`config.mk`:
```
export PLATFORM = sky130hd
export DESIGN_NAME = swt_wakeup_timer
export DESIGN_NICKNAME = d
export VERILOG_FILES = /design/src/swt_pkg.sv /design/src/swt_period_counter.sv /design/src/swt_wakeup_timer.sv
export SDC_FILE = /design/constraint.sdc
export NUM_CORES = 1
export LEC_CHECK = 0
export BUFFER_PORTS_ARGS = -buffer_cell sky130_fd_sc_hd__buf_2
export CELL_PAD_IN_SITES_DETAIL_PLACEMENT = 1
export CELL_PAD_IN_SITES_GLOBAL_PLACEMENT = 2
export CORE_UTILIZATION = 35
export DETAILED_ROUTE_END_ITERATION = 16
export PLACE_DENSITY_LB_ADDON = 0.1
export SYNTH_ARGS = -nofsm -noshare
export SYNTH_HDL_FRONTEND = slang
export SYNTH_HIERARCHICAL = 1
export SYNTH_SLANG_ARGS = --single-unit
```
`constraint.sdc`:
```
create_clock -name clk_i -period 3.7 [get_ports clk_i]
set_input_delay 0.185 -clock clk_i [delete_from_list [all_inputs] [get_ports clk_i]]
set_output_delay 0.185 -clock clk_i [all_outputs]
set_load 0.05 [all_outputs]
```
`src/swt_pkg.sv`:
```
package swt_pkg;
  // register offsets, byte addresses of aligned words
  localparam logic [7:0] PORTA_OFF = 8'h00;
  localparam logic [7:0] CFG1_OFF = 8'h04;
  localparam logic [7:0] CFG2_OFF = 8'h08;
  localparam logic [7:0] KBEN_OFF = 8'h0C;
  localparam logic [7:0] KBSC_OFF = 8'h10;
  localparam logic [7:0] STAT_OFF = 8'h14;
  localparam logic [7:0] MASK_OFF = 8'h18;
  localparam logic [7:0] MODE_OFF = 8'h1C;
  // field positions
  localparam int LATCH_BIT = 6;
  localparam int PERSEL_BIT = 7;
  localparam int TRIP_BIT = 3;
  localparam int OSCRUN_BIT = 1;
  localparam int WIE_BIT = 6;
  localparam int KMASK_BIT = 1;
  localparam int KACK_BIT = 2;
  localparam int STOP_BIT = 0;
  localparam int WAIT_BIT = 1;
  localparam int PORB_BIT = 2;
  // status bits
  localparam int EV_WAKE = 0;
  localparam int EV_WDOG = 1;
  // reset values
  localparam logic [7:0] CFG1_RST = 8'h00;
  localparam logic [7:0] CFG2_RST = 8'h00;
  localparam logic [5:0] PORTA_RST = 6'h00;
  // periods in cycles of the counting clock
  localparam int WAKE_SHORT = 512;
  localparam int WAKE_LONG = 16384;
  localparam int WDOG_SHORT = 8176;
  localparam int WDOG_LONG = 262128;
  localparam int CNT_W = 18;
endpackage

```
`src/swt_period_counter.sv`:
```
`timescale 1ns/1ps
// free counter with a terminal pulse, cleared on demand
module swt_period_counter #(
  parameter int W = 18
) (
  // clock and reset
  input wire logic clk_i,
  input wire logic rst_i,
  // control
  input wire logic clr_i,
  input wire logic tick_i,
  input wire logic [W-1:0] period_i,
  // result
  output logic done_o
);
  typedef struct packed {
    logic [W-1:0] cnt;
    logic done;
  } swt_cnt_t;
  swt_cnt_t s_q, s_d;

  // count ticks; done pulses on the last tick of the period
  always_comb
  begin
    s_d = s_q;
    s_d.done = 1'b0;
    if (clr_i)
      s_d.cnt = '0;
    else if (tick_i)
    begin
      if (s_q.cnt == period_i - W'(1))
      begin
        s_d.cnt = '0;
        s_d.done = 1'b1;
      end
      else
        s_d.cnt = s_q.cnt + W'(1);
    end
  end

  always_ff @(posedge clk_i)
  begin
    if (rst_i)
      s_q <= '0;
    else
      s_q <= s_d;
  end

  assign done_o = s_q.done;
endmodule // swt_period_counter

```
`src/swt_wakeup_timer.sv`:
```
`timescale 1ns/1ps
// Functional notes
// in stop mode the timer raises a periodic wakeup request without external signals.
// the wakeup interrupt has its own enable but shares the keyboard vector and mask.
// the timer counts the internal rc clock, or the doubled bus clock as an option.
// in wait mode the timer does not count and requests nothing.
// with the wake enable set the timer starts by itself on entering stop mode.
// a wakeup request leaves stop only while the keyboard mask is clear.
// counters restart from zero each time stop mode is entered.
// port a data bit six reads the wakeup latch, 1 pending and 0 not.
// bit six has no pin, direction or pullup behind it.
// osc run in stop keeps the clock source running in stop, else it stops.
// in stop the period select gives 512 cycles when 1 and 16384 when 0.
// outside stop the period select gives 8176 or 262128 quad bus clock cycles.
// config one clears on power-on; other resets keep the trip bit and clear the rest.
// with osc run in stop the doubled bus clock runs in stop and can drive the timer.
// at the period end the latch sets and asks for a keyboard interrupt if allowed.
// the latch clears on keyboard interrupt acknowledge and stays clear with enable 0.
module swt_wakeup_timer (
  // clock and reset
  input wire logic clk_i,
  input wire logic rst_i,
  // wishbone slave
  input wire logic cyc_i,
  input wire logic stb_i,
  input wire logic we_i,
  input wire logic [7:0] adr_i,
  input wire logic [3:0] sel_i,
  input wire logic [31:0] dat_i,
  output logic [31:0] dat_o,
  output logic ack_o,
  // clock ticks, each one clk wide
  input wire logic rc_tick_i,
  input wire logic bus2x_tick_i,
  input wire logic bus4x_tick_i,
  // chip status
  input wire logic stop_mode_i,
  input wire logic wait_mode_i,
  input wire logic por_i,
  input wire logic kbd_ack_i,
  // events
  output logic kbd_irq_o,
  output logic wake_stop_o,
  output logic osc_run_o,
  output logic wdog_reset_o,
  output logic irq_o
);
  typedef struct packed {
    // software visible registers
    logic [7:0] cfg1;
    logic [7:0] cfg2;
    logic [5:0] porta;
    logic wie;
    logic kmask;
    logic use_bus;
    // wakeup request and stop edge detect
    logic latch;
    logic stop_d1;
    // event status and its mask
    logic [1:0] stat;
    logic [1:0] mask;
    // bus answer
    logic ack;
    logic [31:0] rdata;
    // registered outputs
    logic kirq;
    logic wstop;
    logic oscrun;
    logic wdrst;
    logic irq;
  } swt_state_t;
  swt_state_t s_q, s_d;

  // counter results and derived strobes
  logic wake_done;
  logic wdog_done;
  logic stop_entry;
  logic wake_tick;
  logic wdog_tick;
  // bus decode
  logic wr;
  logic rd;
  // counter restarts
  logic wake_clr;
  logic wdog_clr;
  // selected periods, in ticks of each counting clock
  logic [swt_pkg::CNT_W-1:0] wake_per;
  logic [swt_pkg::CNT_W-1:0] wdog_per;

  // period choice, shared by both counters
  // int constants are cut to the counter width on purpose
  function automatic logic [swt_pkg::CNT_W-1:0] pick(input logic sel, input int s,
                                                     input int l);
    pick = sel ? swt_pkg::CNT_W'(s) : swt_pkg::CNT_W'(l);
  endfunction

  // bus strobes: one access per request, ack drops the cycle after
  // a held request whose ack already stands is not decoded again
  assign wr = cyc_i & stb_i & we_i & ~s_q.ack;
  assign rd = cyc_i & stb_i & ~we_i & ~s_q.ack;
  assign stop_entry = stop_mode_i & ~s_q.stop_d1;

  // the tick inputs are one-cycle enables from the clock generators;
  // the doubled bus clock is only taken while osc run in stop is set,
  // since without it that clock dies on stop entry and the count would hang
  // clock source for the wakeup count
  assign wake_tick = (s_q.use_bus & s_q.cfg2[swt_pkg::OSCRUN_BIT]) ? bus2x_tick_i : rc_tick_i;
  // wake period
  assign wake_per = pick(s_q.cfg1[swt_pkg::PERSEL_BIT], swt_pkg::WAKE_SHORT,
                         swt_pkg::WAKE_LONG);
  // watchdog period
  assign wdog_per = pick(s_q.cfg1[swt_pkg::PERSEL_BIT], swt_pkg::WDOG_SHORT,
                         swt_pkg::WDOG_LONG);
  // leaving stop or entering wait parks the count at zero
  // counts only in stop with enable; restart on stop entry
  assign wake_clr = stop_entry | ~stop_mode_i | wait_mode_i | ~s_q.wie;
  // watchdog counts only outside stop, restarted by any config one write
  assign wdog_tick = bus4x_tick_i & ~stop_mode_i;
  assign wdog_clr = stop_mode_i | (wr && adr_i == swt_pkg::CFG1_OFF);

  // wakeup count, held at zero whenever it must not run
  swt_period_counter #(.W(swt_pkg::CNT_W)) u_wake (
    .clk_i(clk_i),
    .rst_i(rst_i),
    .clr_i(wake_clr),
    .tick_i(wake_tick),
    .period_i(wake_per),
    .done_o(wake_done)
  );

  // watchdog timebase shares the period select bit
  swt_period_counter #(.W(swt_pkg::CNT_W)) u_wdog (
    .clk_i(clk_i),
    .rst_i(rst_i),
    .clr_i(wdog_clr),
    .tick_i(wdog_tick),
    .period_i(wdog_per),
    .done_o(wdog_done)
  );

  // next state: register writes, latch, status and outputs
  always_comb
  begin
    s_d = s_q;
    // stop edge detect, idle low like the mode input after reset
    s_d.stop_d1 = stop_mode_i;
    // ack one cycle after the request, dropped the cycle after
    s_d.ack = cyc_i & stb_i & ~s_q.ack;
    // read data stands only in the ack cycle
    s_d.rdata = '0;
    // register writes, low byte lane only since every register fits in 8 bits
    // the write lands at the edge that raises ack
    if (wr)
    begin
      unique case (adr_i)
        // port a data latches
        swt_pkg::PORTA_OFF:
        begin
          // no pin behind bit six
          if (sel_i[0])
            s_d.porta = dat_i[5:0];
        end
        // config one: period select and trip level among others
        swt_pkg::CFG1_OFF:
        begin
          if (sel_i[0])
            s_d.cfg1 = dat_i[7:0];
        end
        // config two: oscillator run in stop
        swt_pkg::CFG2_OFF:
        begin
          if (sel_i[0])
            s_d.cfg2 = dat_i[7:0];
        end
        // keyboard enable register holds only the wake enable here
        swt_pkg::KBEN_OFF:
        begin
          if (sel_i[0])
            s_d.wie = dat_i[swt_pkg::WIE_BIT];
        end
        // keyboard status and control holds the shared mask
        swt_pkg::KBSC_OFF:
        begin
          if (sel_i[0])
            s_d.kmask = dat_i[swt_pkg::KMASK_BIT];
        end
        // status: write one to clear; a same-cycle set wins further down
        swt_pkg::STAT_OFF:
        begin
          if (sel_i[0])
            s_d.stat = s_q.stat & ~dat_i[1:0];
        end
        // interrupt mask, same layout as status
        swt_pkg::MASK_OFF:
        begin
          if (sel_i[0])
            s_d.mask = dat_i[1:0];
        end
        // mode: count the doubled bus clock, only honoured with osc run set
        swt_pkg::MODE_OFF:
        begin
          if (sel_i[0])
            s_d.use_bus = dat_i[0];
        end
        // unmapped addresses are acked and ignored
        default: ;
      endcase
    end

    // read mux; reserved bits read as zero
    if (rd)
    begin
      unique case (adr_i)
        // latch visible read-only on bit six
        swt_pkg::PORTA_OFF:
          s_d.rdata = {25'h0, s_q.latch, s_q.porta};
        // config registers read back whole
        swt_pkg::CFG1_OFF:
          s_d.rdata = {24'h0, s_q.cfg1};
        swt_pkg::CFG2_OFF:
          s_d.rdata = {24'h0, s_q.cfg2};
        // enable and mask sit at their keyboard bit positions
        swt_pkg::KBEN_OFF:
          s_d.rdata = {25'h0, s_q.wie, 6'h00};
        swt_pkg::KBSC_OFF:
          s_d.rdata = {30'h0, s_q.kmask, 1'b0};
        // event status and its mask
        swt_pkg::STAT_OFF:
          s_d.rdata = {30'h0, s_q.stat};
        swt_pkg::MASK_OFF:
          s_d.rdata = {30'h0, s_q.mask};
        // clock choice
        swt_pkg::MODE_OFF:
          s_d.rdata = {31'h0, s_q.use_bus};
        // unmapped reads return zero
        default:
          s_d.rdata = '0;
      endcase
    end

    // acknowledge clears; disabled enable holds clear
    if (kbd_ack_i | ~s_d.wie)
    begin
      s_d.latch = 1'b0;
    end
    // the latch only sets in stop, so a late count after exit cannot raise it
    // period end sets the latch, set beats clear
    if (wake_done & s_q.wie & stop_mode_i & ~wait_mode_i)
    begin
      s_d.latch = 1'b1;
    end
    // status events; set wins over write-one-to-clear in the same cycle
    if (wake_done & s_q.wie)
    begin
      s_d.stat[swt_pkg::EV_WAKE] = 1'b1;
    end
    if (wdog_done)
    begin
      s_d.stat[swt_pkg::EV_WDOG] = 1'b1;
    end
    // built from the next latch so the request and the latch rise together
    // shared keyboard vector, gated by the shared mask
    s_d.kirq = s_d.latch & s_d.wie & ~s_d.kmask;
    // exit stop only while unmasked
    s_d.wstop = s_d.kirq & stop_mode_i;
    // oscillator keeps running in stop only when asked
    s_d.oscrun = ~stop_mode_i | s_d.cfg2[swt_pkg::OSCRUN_BIT];
    // one cycle wide; whoever resets the part stretches it if needed
    s_d.wdrst = wdog_done;
    // level interrupt while any unmasked status bit is set
    s_d.irq = |(s_d.stat & s_d.mask);
  end

  // synchronous reset; por_i is sampled together with rst_i
  // power-on clears all; other resets keep trip level
  always_ff @(posedge clk_i)
  begin
    if (rst_i)
    begin
      // everything idle, clock source running
      s_q <= '0;
      s_q.oscrun <= 1'b1;
      // config two and port a clear on any reset
      s_q.cfg2 <= swt_pkg::CFG2_RST;
      s_q.porta <= swt_pkg::PORTA_RST;
      // config one keeps only the trip level unless this is power-on
      if (por_i)
        s_q.cfg1 <= swt_pkg::CFG1_RST;
      else
        s_q.cfg1 <= {4'h0, s_q.cfg1[swt_pkg::TRIP_BIT], 3'h0};
    end
    else
      s_q <= s_d;
  end

  // bus answer
  assign dat_o = s_q.rdata;
  assign ack_o = s_q.ack;
  // keyboard vector request and stop exit
  assign kbd_irq_o = s_q.kirq;
  assign wake_stop_o = s_q.wstop;
  // clock control and watchdog
  assign osc_run_o = s_q.oscrun;
  assign wdog_reset_o = s_q.wdrst;
  // status interrupt
  assign irq_o = s_q.irq;
endmodule // swt_wakeup_timer

```
==> out/results.ini, run 1 <==
[outcome]
status=finished clean

[drt]
drc=0
initialDrtViolationCount=110
avgViaCountPerCell=4.93
num_vias=4798
routed_wl_um=15300
final_antenna_net_count=0
dr.pass1.iters=4
wire_per_inst_um=15.7

[pwr]
power_leakage_nw=2.59
power_density_nw_per_um2=312
ir_worst_vdd_mv=0.241
pwr-share-comb=0.125
seqPwrFrac=0.448
p_sw_mw=0.545
p_clk_frac=0.427
intPower_mw=1.50
switching_share=0.267

[cts]
cts_tree=yes
cts_buffer_depth=2
path_clk_slew_ps=60
cts_inserted_buffers=9
worstSkewPairLatency_ps=340
cts_hold_buf=0
cts-root-buf=clkbuf_16
post_cts_buffers=0
cts.sinks=83
htreeDepth=3
cts_resized=0

[setup_path]
startpoint_type=register
cp_common_cell=a211oi_1
cp_max_fo=20
slowest_stage=inv_1
end_kind=register
timing_worst_setup_path_type=reg -> reg
critPathMaxStageDelay_ps=530
critical_path_arrival_ps=2990
crit_required_ps=3890
worstPathCellList=inv_1 > xor2_1 > a211oi_1 > nand4b_1 > or4_4 > nor4_4 > buf_4 > a211oi_1

[layout]
n_antenna_cell=0
utilization=0.414
final_cells=974
final_nets=813
drive_gt1_frac=0.160
area_delta_synth_final_pct=15.6

[grt]
grtUsageMet1=0.235
antenna_found_initial=0
grt_pass1_wl_um=25500
grt-ovfl-total=0
grt_util_met3=0.0285
grt_pass1_vias=4997
globalRoute.busiestLayer=met2
grt_max_degree=37
met2_usage=0.360
track_usage=0.196

[synthesis]
synth_flop_cell=dfxtp_1
avgSynthCellArea_um2=9.05
synthAdderAreaFrac=0.00882
synth_edf_count=8
synth_top_family_by_area=simple AND/OR/NAND/NOR gates
synth_area_um2=5670
synth_cell_types=69
async_flop_share=0
synthSimpleGateAreaFrac=0.279
synth_xor_xnor_area_share=0.0988
ys_seq_area_frac=0.307
yosysWarnings=6
ys_seq_elements=83
synth-compound-area-share=0.168
syn-instance-count=627
synth_mux_area_frac=0.0529

[timing]
clock-skew-final_ps=8.11
tns_ps=0
hold_violations=0
finalCritPeriodShare=0.756
relSlewSlack=0.370
finalSetupViolations=0
timing.final.ws_setup_ps=903
timing.final.crit_period_ps=2800
slew_violations=0
fmax_mhz=358
rsz0062_at_grt=false
worst_pin_slew_ps=938

[place]
place_congestion=0.837
port_buffers=42
place_ws_ps=913
post-dp-hpwl_um=11800
dp_cells=958

[floorplan]
coreArea_um2=15800
start_util=0.358
die_x_um=129
rows=46
dieArea_um2=16700
io_pins=94
die_h_um=129

[min_path]
hold_class=in -> reg

[flow_run]
drv_cap=0

==> sequential cells by signal, indices dropped and copies added (netlist names) <==
signal	flops
u_wdog/s_q	18
osc_run_o	1
u_wdog/done_o	1
kbd_irq_o	1
irq_o	1
u_wake/s_q	18
wake_stop_o	1
s_q	31
u_wake/done_o	1
ack_o	1
dat_o	8
wdog_reset_o	1
==> power groups by stage <==
stage	Sequential, mW	Combinational (mW)	Clock, mW
floorplan	0.940	0.216	0
global placement	0.937	0.242	0
detailed placement	0.937	0.245	0
CTS	0.917	0.246	0.897
global route	0.917	0.282	0.939
finish	0.917	0.256	0.873
==> cells in the mapped netlist (5+ instances only) <==
| master | n | area share |
|---|---|---|
| dfxtp_1 | 75 | 0.26 |
| nand2_1 | 34 | 0.022 |
| nor3_1 | 19 | 0.017 |
| o31ai_1 | 7 | 0.0093 |
| o21ai_0 | 9 | 0.0079 |
| a211oi_1 | 17 | 0.022 |
| clkbuf_1 | 16 | 0.011 |
| o221ai_1 | 5 | 0.0077 |
| a211oi_2 | 18 | 0.040 |
| nand3_1 | 12 | 0.011 |
| mux2i_1 | 21 | 0.037 |
| buf_4 | 34 | 0.045 |
| xor2_1 | 32 | 0.049 |
| nand4_1 | 21 | 0.023 |
| nor4_1 | 11 | 0.012 |
| inv_1 | 17 | 0.011 |
| nor2b_1 | 17 | 0.019 |
| nand2b_1 | 14 | 0.015 |
| nor4b_1 | 5 | 0.0077 |
| edfxtp_1 | 8 | 0.042 |
| xnor2_1 | 32 | 0.049 |
| or2_2 | 8 | 0.0088 |
| a21oi_1 | 12 | 0.011 |
| and3_1 | 15 | 0.017 |
| and2_1 | 11 | 0.012 |
| or3_1 | 8 | 0.0088 |
| nor2_1 | 42 | 0.028 |
| a22oi_1 | 11 | 0.015 |
| o211ai_1 | 6 | 0.0079 |
| mux2_2 | 8 | 0.016 |
| buf_2 | 5 | 0.0044 |
==> path summary, 6_finish.rpt <==
check,slack [ps],endpoint,startpoint,cells after the start
worst max-delay path,900,u_wdog/s_q[18]$_SDFFE_PP0P_,s_q[68]$_SDFFCE_PP0P_,8
worst max register to register,900,u_wdog/s_q[18]$_SDFFE_PP0P_,s_q[68]$_SDFFCE_PP0P_,8
worst min register to register,500,dat_o[5]$_SDFF_PP0_,s_q[58]$_SDFFE_PP0P_,2
worst min-delay path,120,s_q[51]$_SDFFE_PP0P_,dat_i[4],3
==> per-stage QoR <==
step                      hold slack [ps]  cell area, um2  power (mW)
after detailed placement              467            6270        1.18
after floorplan                       292            6160        1.16
after CTS                             117            6560        2.06
after global placement                447            6270        1.18
after global routing                  132            6560        2.14
final                                 122            6560        2.05
==> cell usage in the layout (no fill, tap or decap), types with 9 or more instances in the layout <==
cell,synthesis,layout
conb_1,2,132
dfxtp_1,75,75
nor2_1,42,42
buf_2,5,42
nand2_1,34,34
xnor2_1,32,32
xor2_1,32,32
nand4_1,21,21
mux2i_1,21,21
nor3_1,19,19
a211oi_2,18,18
inv_1,17,17
nor2b_1,17,17
a211oi_1,17,17
and3_1,15,15
nand2b_1,14,14
nand3_1,12,12
a21oi_1,12,12
and2_1,11,11
a22oi_1,11,11
nor4_1,11,11
o21ai_0,9,9
clkbuf_16,0,9
==> metal layers <==
metal	up-vias	wire [um]
li1	2390	-
met1	2330	6780
met5	-	0
met4	0	255
met2	60	7890
met3	18	355
==> cell type report <==
cell class / count / area (um2)
inverter: 17 / 63.8
fill: 1960 / 9270
multi-input combinational: 594 / 3940
clock inverter: 6 / 55.1
tap: 216 / 270
sequential: 83 / 1740
clock buffer: 10 / 229
timing repair buffer: 48 / 255
==> worst max-delay path: cells and delay by family, from the launching register on <==
kind            cells  cell delay [ps]
simple gates        3              790
compound gates      2              410
buf+inv             2              830
flops               1              400
xor+xnor            1              220
==> logic make-up (layout without fill, tap and decap cells) <==
kind of cell               after synthesis  in the layout
muxes                                   29             29
DFF                                     83             83
AOI/OAI and AO/OA                      114            114
xor gates and xnor gates                64             64
adders and majority gates                4              4
other                                    2            132
buffers and inverters                   80             81
and+or+nand+nor                        251            251
Note: power is estimated with default switching activity, not from simulation.
==> inputs of run 2 (changes only) <==
--- a/config.mk
+++ b/config.mk
@@ -5,10 +5,11 @@
 export SDC_FILE = /design/constraint.sdc
 export NUM_CORES = 1
 export LEC_CHECK = 0
+export ABC_AREA = 1
 export BUFFER_PORTS_ARGS = -buffer_cell sky130_fd_sc_hd__buf_2
 export CELL_PAD_IN_SITES_DETAIL_PLACEMENT = 1
 export CELL_PAD_IN_SITES_GLOBAL_PLACEMENT = 2
-export CORE_UTILIZATION = 35
+export CORE_UTILIZATION = 30
 export DETAILED_ROUTE_END_ITERATION = 16
 export PLACE_DENSITY_LB_ADDON = 0.1
 export SYNTH_ARGS = -nofsm -noshare
==> constraint.sdc (replaced) <==
create_clock -name clk_i -period 2.8 [get_ports clk_i]
set_input_delay 0.14 -clock clk_i [delete_from_list [all_inputs] [get_ports clk_i]]
set_output_delay 0.14 -clock clk_i [all_outputs]
set_load 0.05 [all_outputs]
==> run 2 against run 1 <==
Die area rose by 17%. Largest cell class unchanged. Via count rose by 12%. Highest routed layer unchanged. Critical path type unchanged. Flip-flop and latch count did not move.
==> out/results.ini, run 2 <==
[setup_path]
r2r_setup_slack_ps=600  ; -300 ps
crit_required_ps=3030  ; -860 ps
end_kind=register
critical_path_arrival_ps=2430  ; -560 ps
startpoint_type=register
timing_worst_setup_path_type=reg -> reg
cp_max_fo=15  ; -25%

[timing]
hold_violations=0  ; unchanged
clock-skew-final_ps=7.93  ; -0.173 ps
timing.final.crit_period_ps=2200  ; -601 ps
worst_pin_slew_ps=631  ; -307 ps
slew_violations=0  ; unchanged
tns_ps=0  ; unchanged
hold_ws_ps=73.1  ; -48.5 ps
finalCritPeriodShare=0.784  ; +0.0282
finalSetupViolations=0  ; unchanged
relSlewSlack=0.579  ; +0.209
rsz0062_at_grt=false
fmax_mhz=455  ; +27%
timing.final.ws_setup_ps=604  ; -299 ps

[layout]
final_nets=1085  ; +33%
final_common_cell=nand2_1
final_area_um2=6670  ; +1.7%
reg_top3=s_q (31), u_wake/s_q (18), u_wdog/s_q (18)
final_cell_mix=249 x nand2_1, 131 x inv_1, 130 x nor2_1, 114 x conb_1
drive_gt1_frac=0.106  ; -0.0538
largest_register_ffs=31  ; unchanged
register_area_um2=1740  ; unchanged
fillerInstances=2477  ; +26%
n_antenna_cell=0  ; unchanged
utilization=0.365  ; -0.0494
max_flop_register=s_q
area_delta_synth_final_pct=17.2
multi_input_area_um2=3550  ; -9.9%

[floorplan]
rows=49  ; +6.5%
die_x_um=140  ; +8.0%
io_pins=94  ; unchanged
die_h_um=140  ; +8.0%
coreArea_um2=18300  ; +15%
start_util=0.311  ; -0.0472
dieArea_um2=19500  ; +17%

[cts]
cts_hold_buf=0  ; unchanged
cts_resized=0  ; unchanged
cts_tree=yes
cts-root-buf=clkbuf_16
worstSkewPairLatency_ps=350  ; about the same
cts_buffer_depth=2  ; unchanged
cts.sinks=83  ; unchanged
path_clk_slew_ps=60  ; about the same
htreeDepth=3  ; unchanged
post_cts_buffers=0  ; unchanged
cts_inserted_buffers=9  ; unchanged

[place]
post-dp-hpwl_um=12000  ; +1.8%
placed_area_um2=6350  ; +1.3%
port_buffers=42  ; unchanged
place_congestion=0.755  ; -9.9%
place_ws_ps=534  ; -379 ps

[drt]
drc=0  ; unchanged
avgViaCountPerCell=4.26  ; -14%
initialDrtViolationCount=161  ; +46%
routed_wl_um=15100  ; -1.2%
num_vias=5360  ; +12%
final_antenna_net_count=0  ; unchanged
wire_per_inst_um=12.0  ; -24%
dr.pass1.iters=6  ; +2

[grt]
antenna_found_initial=0  ; unchanged
grt-ovfl-total=0  ; unchanged
grt_pass1_vias=5280  ; +5.7%
track_usage=0.165  ; -0.0308
grt_max_degree=28  ; -24%
grt_pass1_wl_um=25600  ; +0.68%

[synthesis]
syn-instance-count=896  ; +43%
synth_edf_count=8  ; unchanged
ys_seq_area_frac=0.306  ; -0.000675
avgSynthCellArea_um2=6.35  ; -30%
async_flop_share=0  ; unchanged
synthTopCellsByCount=249 x nand2_1, 131 x inv_1, 130 x nor2_1
yosysWarnings=6  ; unchanged
yosys-top-cells-area=dfxtp_1 26%, nand2_1 16%, inv_1 8.6%, nor2_1 8.6%, nand3_1 6.6%
synth_cell_types=36  ; -48%
synth.most_common_cell=nand2_1
ys_seq_elements=83  ; unchanged
synth_flop_cell=dfxtp_1
synth_top_cell_by_area=dfxtp_1
synth_area_um2=5690  ; +0.22%
synth_top_area_frac=0.264  ; -0.000582

[pwr]
ir_worst_vdd_mv=0.373  ; +55%
power_leakage_nw=3.22  ; +24%
power_density_nw_per_um2=415  ; +33%

[flow_run]
drv_cap=0  ; unchanged

[min_path]
hold_class=in -> reg

[outcome]
status=finished clean

[run 2: changes by cell type after synthesis, moves of 17 or more]
cell	previous run	this run
mux2i_1	21	0
nor2_1	42	130
nor2b_1	17	0
inv_1	17	131
nor2_2	0	18
xnor2_1	32	10
a211oi_2	18	0
nand3_1	12	75
nand2_1	34	249
[run 2: layout make-up]
| type | instances | area share |
|---|---|---|
| multi-input combinational | 748 | 0.533 |
| tap | 229 | 0.0430 |
| timing repair buffer | 50 | 0.0405 |
| clock inverter | 5 | 0.00901 |
| inverter | 133 | 0.0756 |
| sequential | 83 | 0.261 |
| clock buffer | 11 | 0.0379 |
[run 2: path summary, 6_finish.rpt]
path	startpoint	endpoint	depth (start not counted)
setup / recovery	s_q[68]$_SDFFCE_PP0P_	u_wake/s_q[17]$_SDFFE_PP0P_	12
hold reg to reg	s_q[49]$_SDFFE_PP0P_	s_q[49]$_SDFFE_PP0P_	2
hold / removal	dat_i[7]	s_q[60]$_SDFFE_PP0P_	3
setup reg to reg	s_q[68]$_SDFFCE_PP0P_	u_wake/s_q[17]$_SDFFE_PP0P_	12
[run 2: cells by family (layout without fill, tap and decap cells)]
logic type,Yosys count,after routing,share of synthesized area
simple gates,535,535,0.422
compound gates,51,51,0.0504
flops,83,83,0.306
fa+ha+maj,4,4,0.00880
xor+xnor,44,44,0.0678
buf+inv,177,199,0.143
other cells,2,114,0.00132
[run 2: power breakdown]
| part | internal [mW] | switching [mW] | leakage [nW] |
|---|---|---|---|
| clock network | 0.743 | 0.501 | 0.152 |
| logic | 0.0776 | 0.236 | 2.38 |
| registers | 1.21 | 0.00335 | 0.688 |
[run 2: worst max-delay path: stages (launching register included)]
cell	delay [ps]
edfxtp_1	400
inv_1	480
nor2_1	130
nand2_1	100
nor2_1	50
nand3b_1	80
nand2_1	50
inv_1	50
nand2_1	70
nor2_2	150
nand4_4	240
nand2_4	210
nor2_1	60
[run 2: layer usage]
metal | track usage | share of wire
met5 | 0 | 0
met4 | 0.0451 | 0.0060
met3 | 0.0244 | 0.026
met2 | 0.272 | 0.45
met1 | 0.223 | 0.52
[run 2: metrics by stage]
step | instances | total power, mW
5_1_grt | 1259 | 2.90
4_1_cts | 1259 | 2.80
2_1_floorplan | 1008 | 1.50
3_3_place_gp | 1243 | 1.54
3_5_place_dp | 1243 | 1.54
6_report | 1259 | 2.77
==> inputs of run 3 (changes only) <==
==> constraint.sdc (replaced) <==
create_clock -name clk_i -period 2.3 [get_ports clk_i]
set_input_delay 0.115 -clock clk_i [delete_from_list [all_inputs] [get_ports clk_i]]
set_output_delay 0.115 -clock clk_i [all_outputs]
set_load 0.05 [all_outputs]
==> run 3 against run 2 <==
Worst hold slack lost 8.5 ps. Final area rose by 0.51%. Maximum frequency increased by 8.8%. Clock skew decreased by 2.0 ps. Flip-flop and latch count unchanged. First-iteration DRC count decreased by 6.8%. Register-to-register slack worse by 320 ps. Global-route usage is 0.066 points lower. Combinational power is 23% higher. Non-clock buffer count increased by 4. Die area did not move.
==> out/results.ini, run 3 (synthesis results as in run 2) <==
[setup_path]
crit_end=u_wake/s_q[18]$_SDFFE_PP0P_
reg2reg_to=u_wake/s_q[18]$_SDFFE_PP0P_
timing_worst_setup_path_type=reg -> reg
crit_required_ps=2530  ; -500 ps
r2r_setup_slack_ps=280  ; -320 ps
startpoint=s_q[44]$_SDFFE_PP0P_
regToRegStartpoint=s_q[44]$_SDFFE_PP0P_
critical_path_arrival_ps=2250  ; -180 ps
r2r_cells=13  ; +1
cp_max_fo=4  ; -11
startpoint_type=register
end_kind=register

[timing]
hold_violations=0  ; unchanged
slew_violations=0  ; unchanged
worst_pin_slew_ps=609  ; -22.1 ps
timing.final.crit_period_ps=2020  ; -177 ps
relSlewSlack=0.593  ; +0.0137
rsz0062_at_grt=false
tns_ps=0  ; unchanged
finalSetupViolations=0  ; unchanged
clock-skew-final_ps=5.97  ; -1.96 ps
fmax_mhz=495  ; +8.8%
finalCritPeriodShare=0.878  ; +0.0934

[drt]
final_antenna_net_count=0  ; unchanged
drc=0  ; unchanged
dr.pass1.iters=4  ; -2
avgViaCountPerCell=4.28  ; +0.52%
num_vias=5405  ; +0.84%
initialDrtViolationCount=150  ; -6.8%
wire_per_inst_um=11.9  ; -0.94%
routed_wl_um=15000  ; -0.62%

[cts]
cts.sinks=83  ; unchanged
cts_hold_buf=0  ; unchanged
cts-root-buf=clkbuf_16
path_clk_slew_ps=60  ; about the same
cts_buffer_depth=2  ; unchanged
cts_resized=0  ; unchanged
cts_inserted_buffers=9  ; unchanged
worstSkewPairLatency_ps=340  ; about the same
post_cts_buffers=0  ; unchanged
htreeDepth=3  ; unchanged
cts_tree=yes

[layout]
largest_register_ffs=31  ; unchanged
max_flop_register=s_q
drive_gt1_frac=0.110  ; +0.00443
reg_top3=s_q (31), u_wake/s_q (18), u_wdog/s_q (18)
area_delta_synth_final_pct=17.8
n_antenna_cell=0  ; unchanged
final_nets=1089  ; +0.37%
final_common_cell=nand2_1
final_cell_mix=249 x nand2_1, 131 x inv_1, 129 x nor2_1, 114 x conb_1

[grt]
grt-ovfl-total=0  ; unchanged
track_usage=0.164  ; -0.000664
grt_pass1_wl_um=25800  ; +0.73%
antenna_found_initial=0  ; unchanged
grt_max_degree=22  ; -21%
grt_pass1_vias=5434  ; +2.9%

[floorplan]
die_h_um=140  ; unchanged
start_util=0.311  ; unchanged
rows=49  ; unchanged
die_x_um=140  ; unchanged
io_pins=94  ; unchanged
dieArea_um2=19500  ; unchanged
coreArea_um2=18300  ; unchanged

[place]
post-dp-hpwl_um=12100  ; +0.88%
place_congestion=0.761  ; +0.86%
port_buffers=42  ; unchanged

[pwr]
ir_worst_vdd_mv=0.323  ; -13%
design_power_total_mw=3.38  ; +22%
power_density_nw_per_um2=505  ; +22%
power_leakage_nw=3.24  ; +0.67%

[min_path]
hold_class=in -> reg

[flow_run]
drv_cap=0  ; unchanged

[outcome]
status=finished clean

[run 3: cell count changes in the layout (fill, tap and decap cells not counted)]
| cell | change |
|---|---|
| buf_4 | +4 |
| clkbuf_8 | +1 |
| clkinv_2 | +1 |
| clkinv_4 | -1 |
| inv_6 | -1 |
| nor2_1 | -1 |
| nor2_2 | +1 |
[run 3: per-stage QoR]
step	utilization	cells	setup slack, ps	area [um2]	hold WS [ps]
4_1_cts	0.367	1263	186	6700	54.9
3_3_place_gp	0.349	1247	279	6380	413
5_1_grt	0.367	1263	1.76	6700	90.0
2_1_floorplan	-	1008	283	6110	279
6_report	0.367	1263	282	6700	64.6
3_5_place_dp	0.349	1247	222	6380	420
[run 3: power by group]
part / switching, mW / internal, mW / total (mW)
registers: 0.00331 / 1.47 / 1.47
logic: 0.288 / 0.0963 / 0.385
clock network: 0.600 / 0.927 / 1.53
[run 3: how the worst min path moves through the flow]
stage	startpoint	endpoint	slack [ps]	depth (start not counted)
final	dat_i[3]	s_q[50]$_SDFFE_PP0P_	60	3
after global routing	dat_i[2]	s_q[49]$_SDFFE_PP0P_	90	3
after CTS	dat_i[3]	s_q[50]$_SDFFE_PP0P_	50	3
after detailed placement	dat_i[3]	s_q[50]$_SDFFE_PP0P_	420	3
after global placement	dat_i[3]	s_q[56]$_SDFFE_PP0P_	410	3
after floorplan	dat_i[2]	s_q[55]$_SDFFE_PP0P_	280	2
[run 3: routing by layer]
| layer | vias up | GRT usage | routed length, um |
|---|---|---|---|
| li1 | 2904 | - | - |
| met1 | 2430 | 0.223 | 7840 |
| met2 | 60 | 0.274 | 6640 |
| met3 | 11 | 0.0169 | 329 |
| met4 | 0 | 0.0486 | 179 |
| met5 | - | 0 | 0 |
[run 3: area by class of cell]
| cell class | count | area, um2 |
|---|---|---|
| clock buffers | 12 | 267 |
| flip-flops and latches | 83 | 1740 |
| inverters | 133 | 504 |
| fillers | 2439 | 11600 |
| repair buffers | 54 | 300 |
| clock inverters | 4 | 47.5 |
| well taps | 229 | 287 |
| multi-input cells | 748 | 3550 |
[run 3: critical path, stage by stage (launching register included)]
cell and delay (ps):
dfxtp_1 380, a21oi_1 90, a31oi_1 240, inv_1 130
nor2_2 180, nand2_1 60, nor2_1 160, nand2_1 90
nor2_1 160, nand4_1 130, inv_1 80, nand3_1 60
o21ai_0 80, nor2_1 70
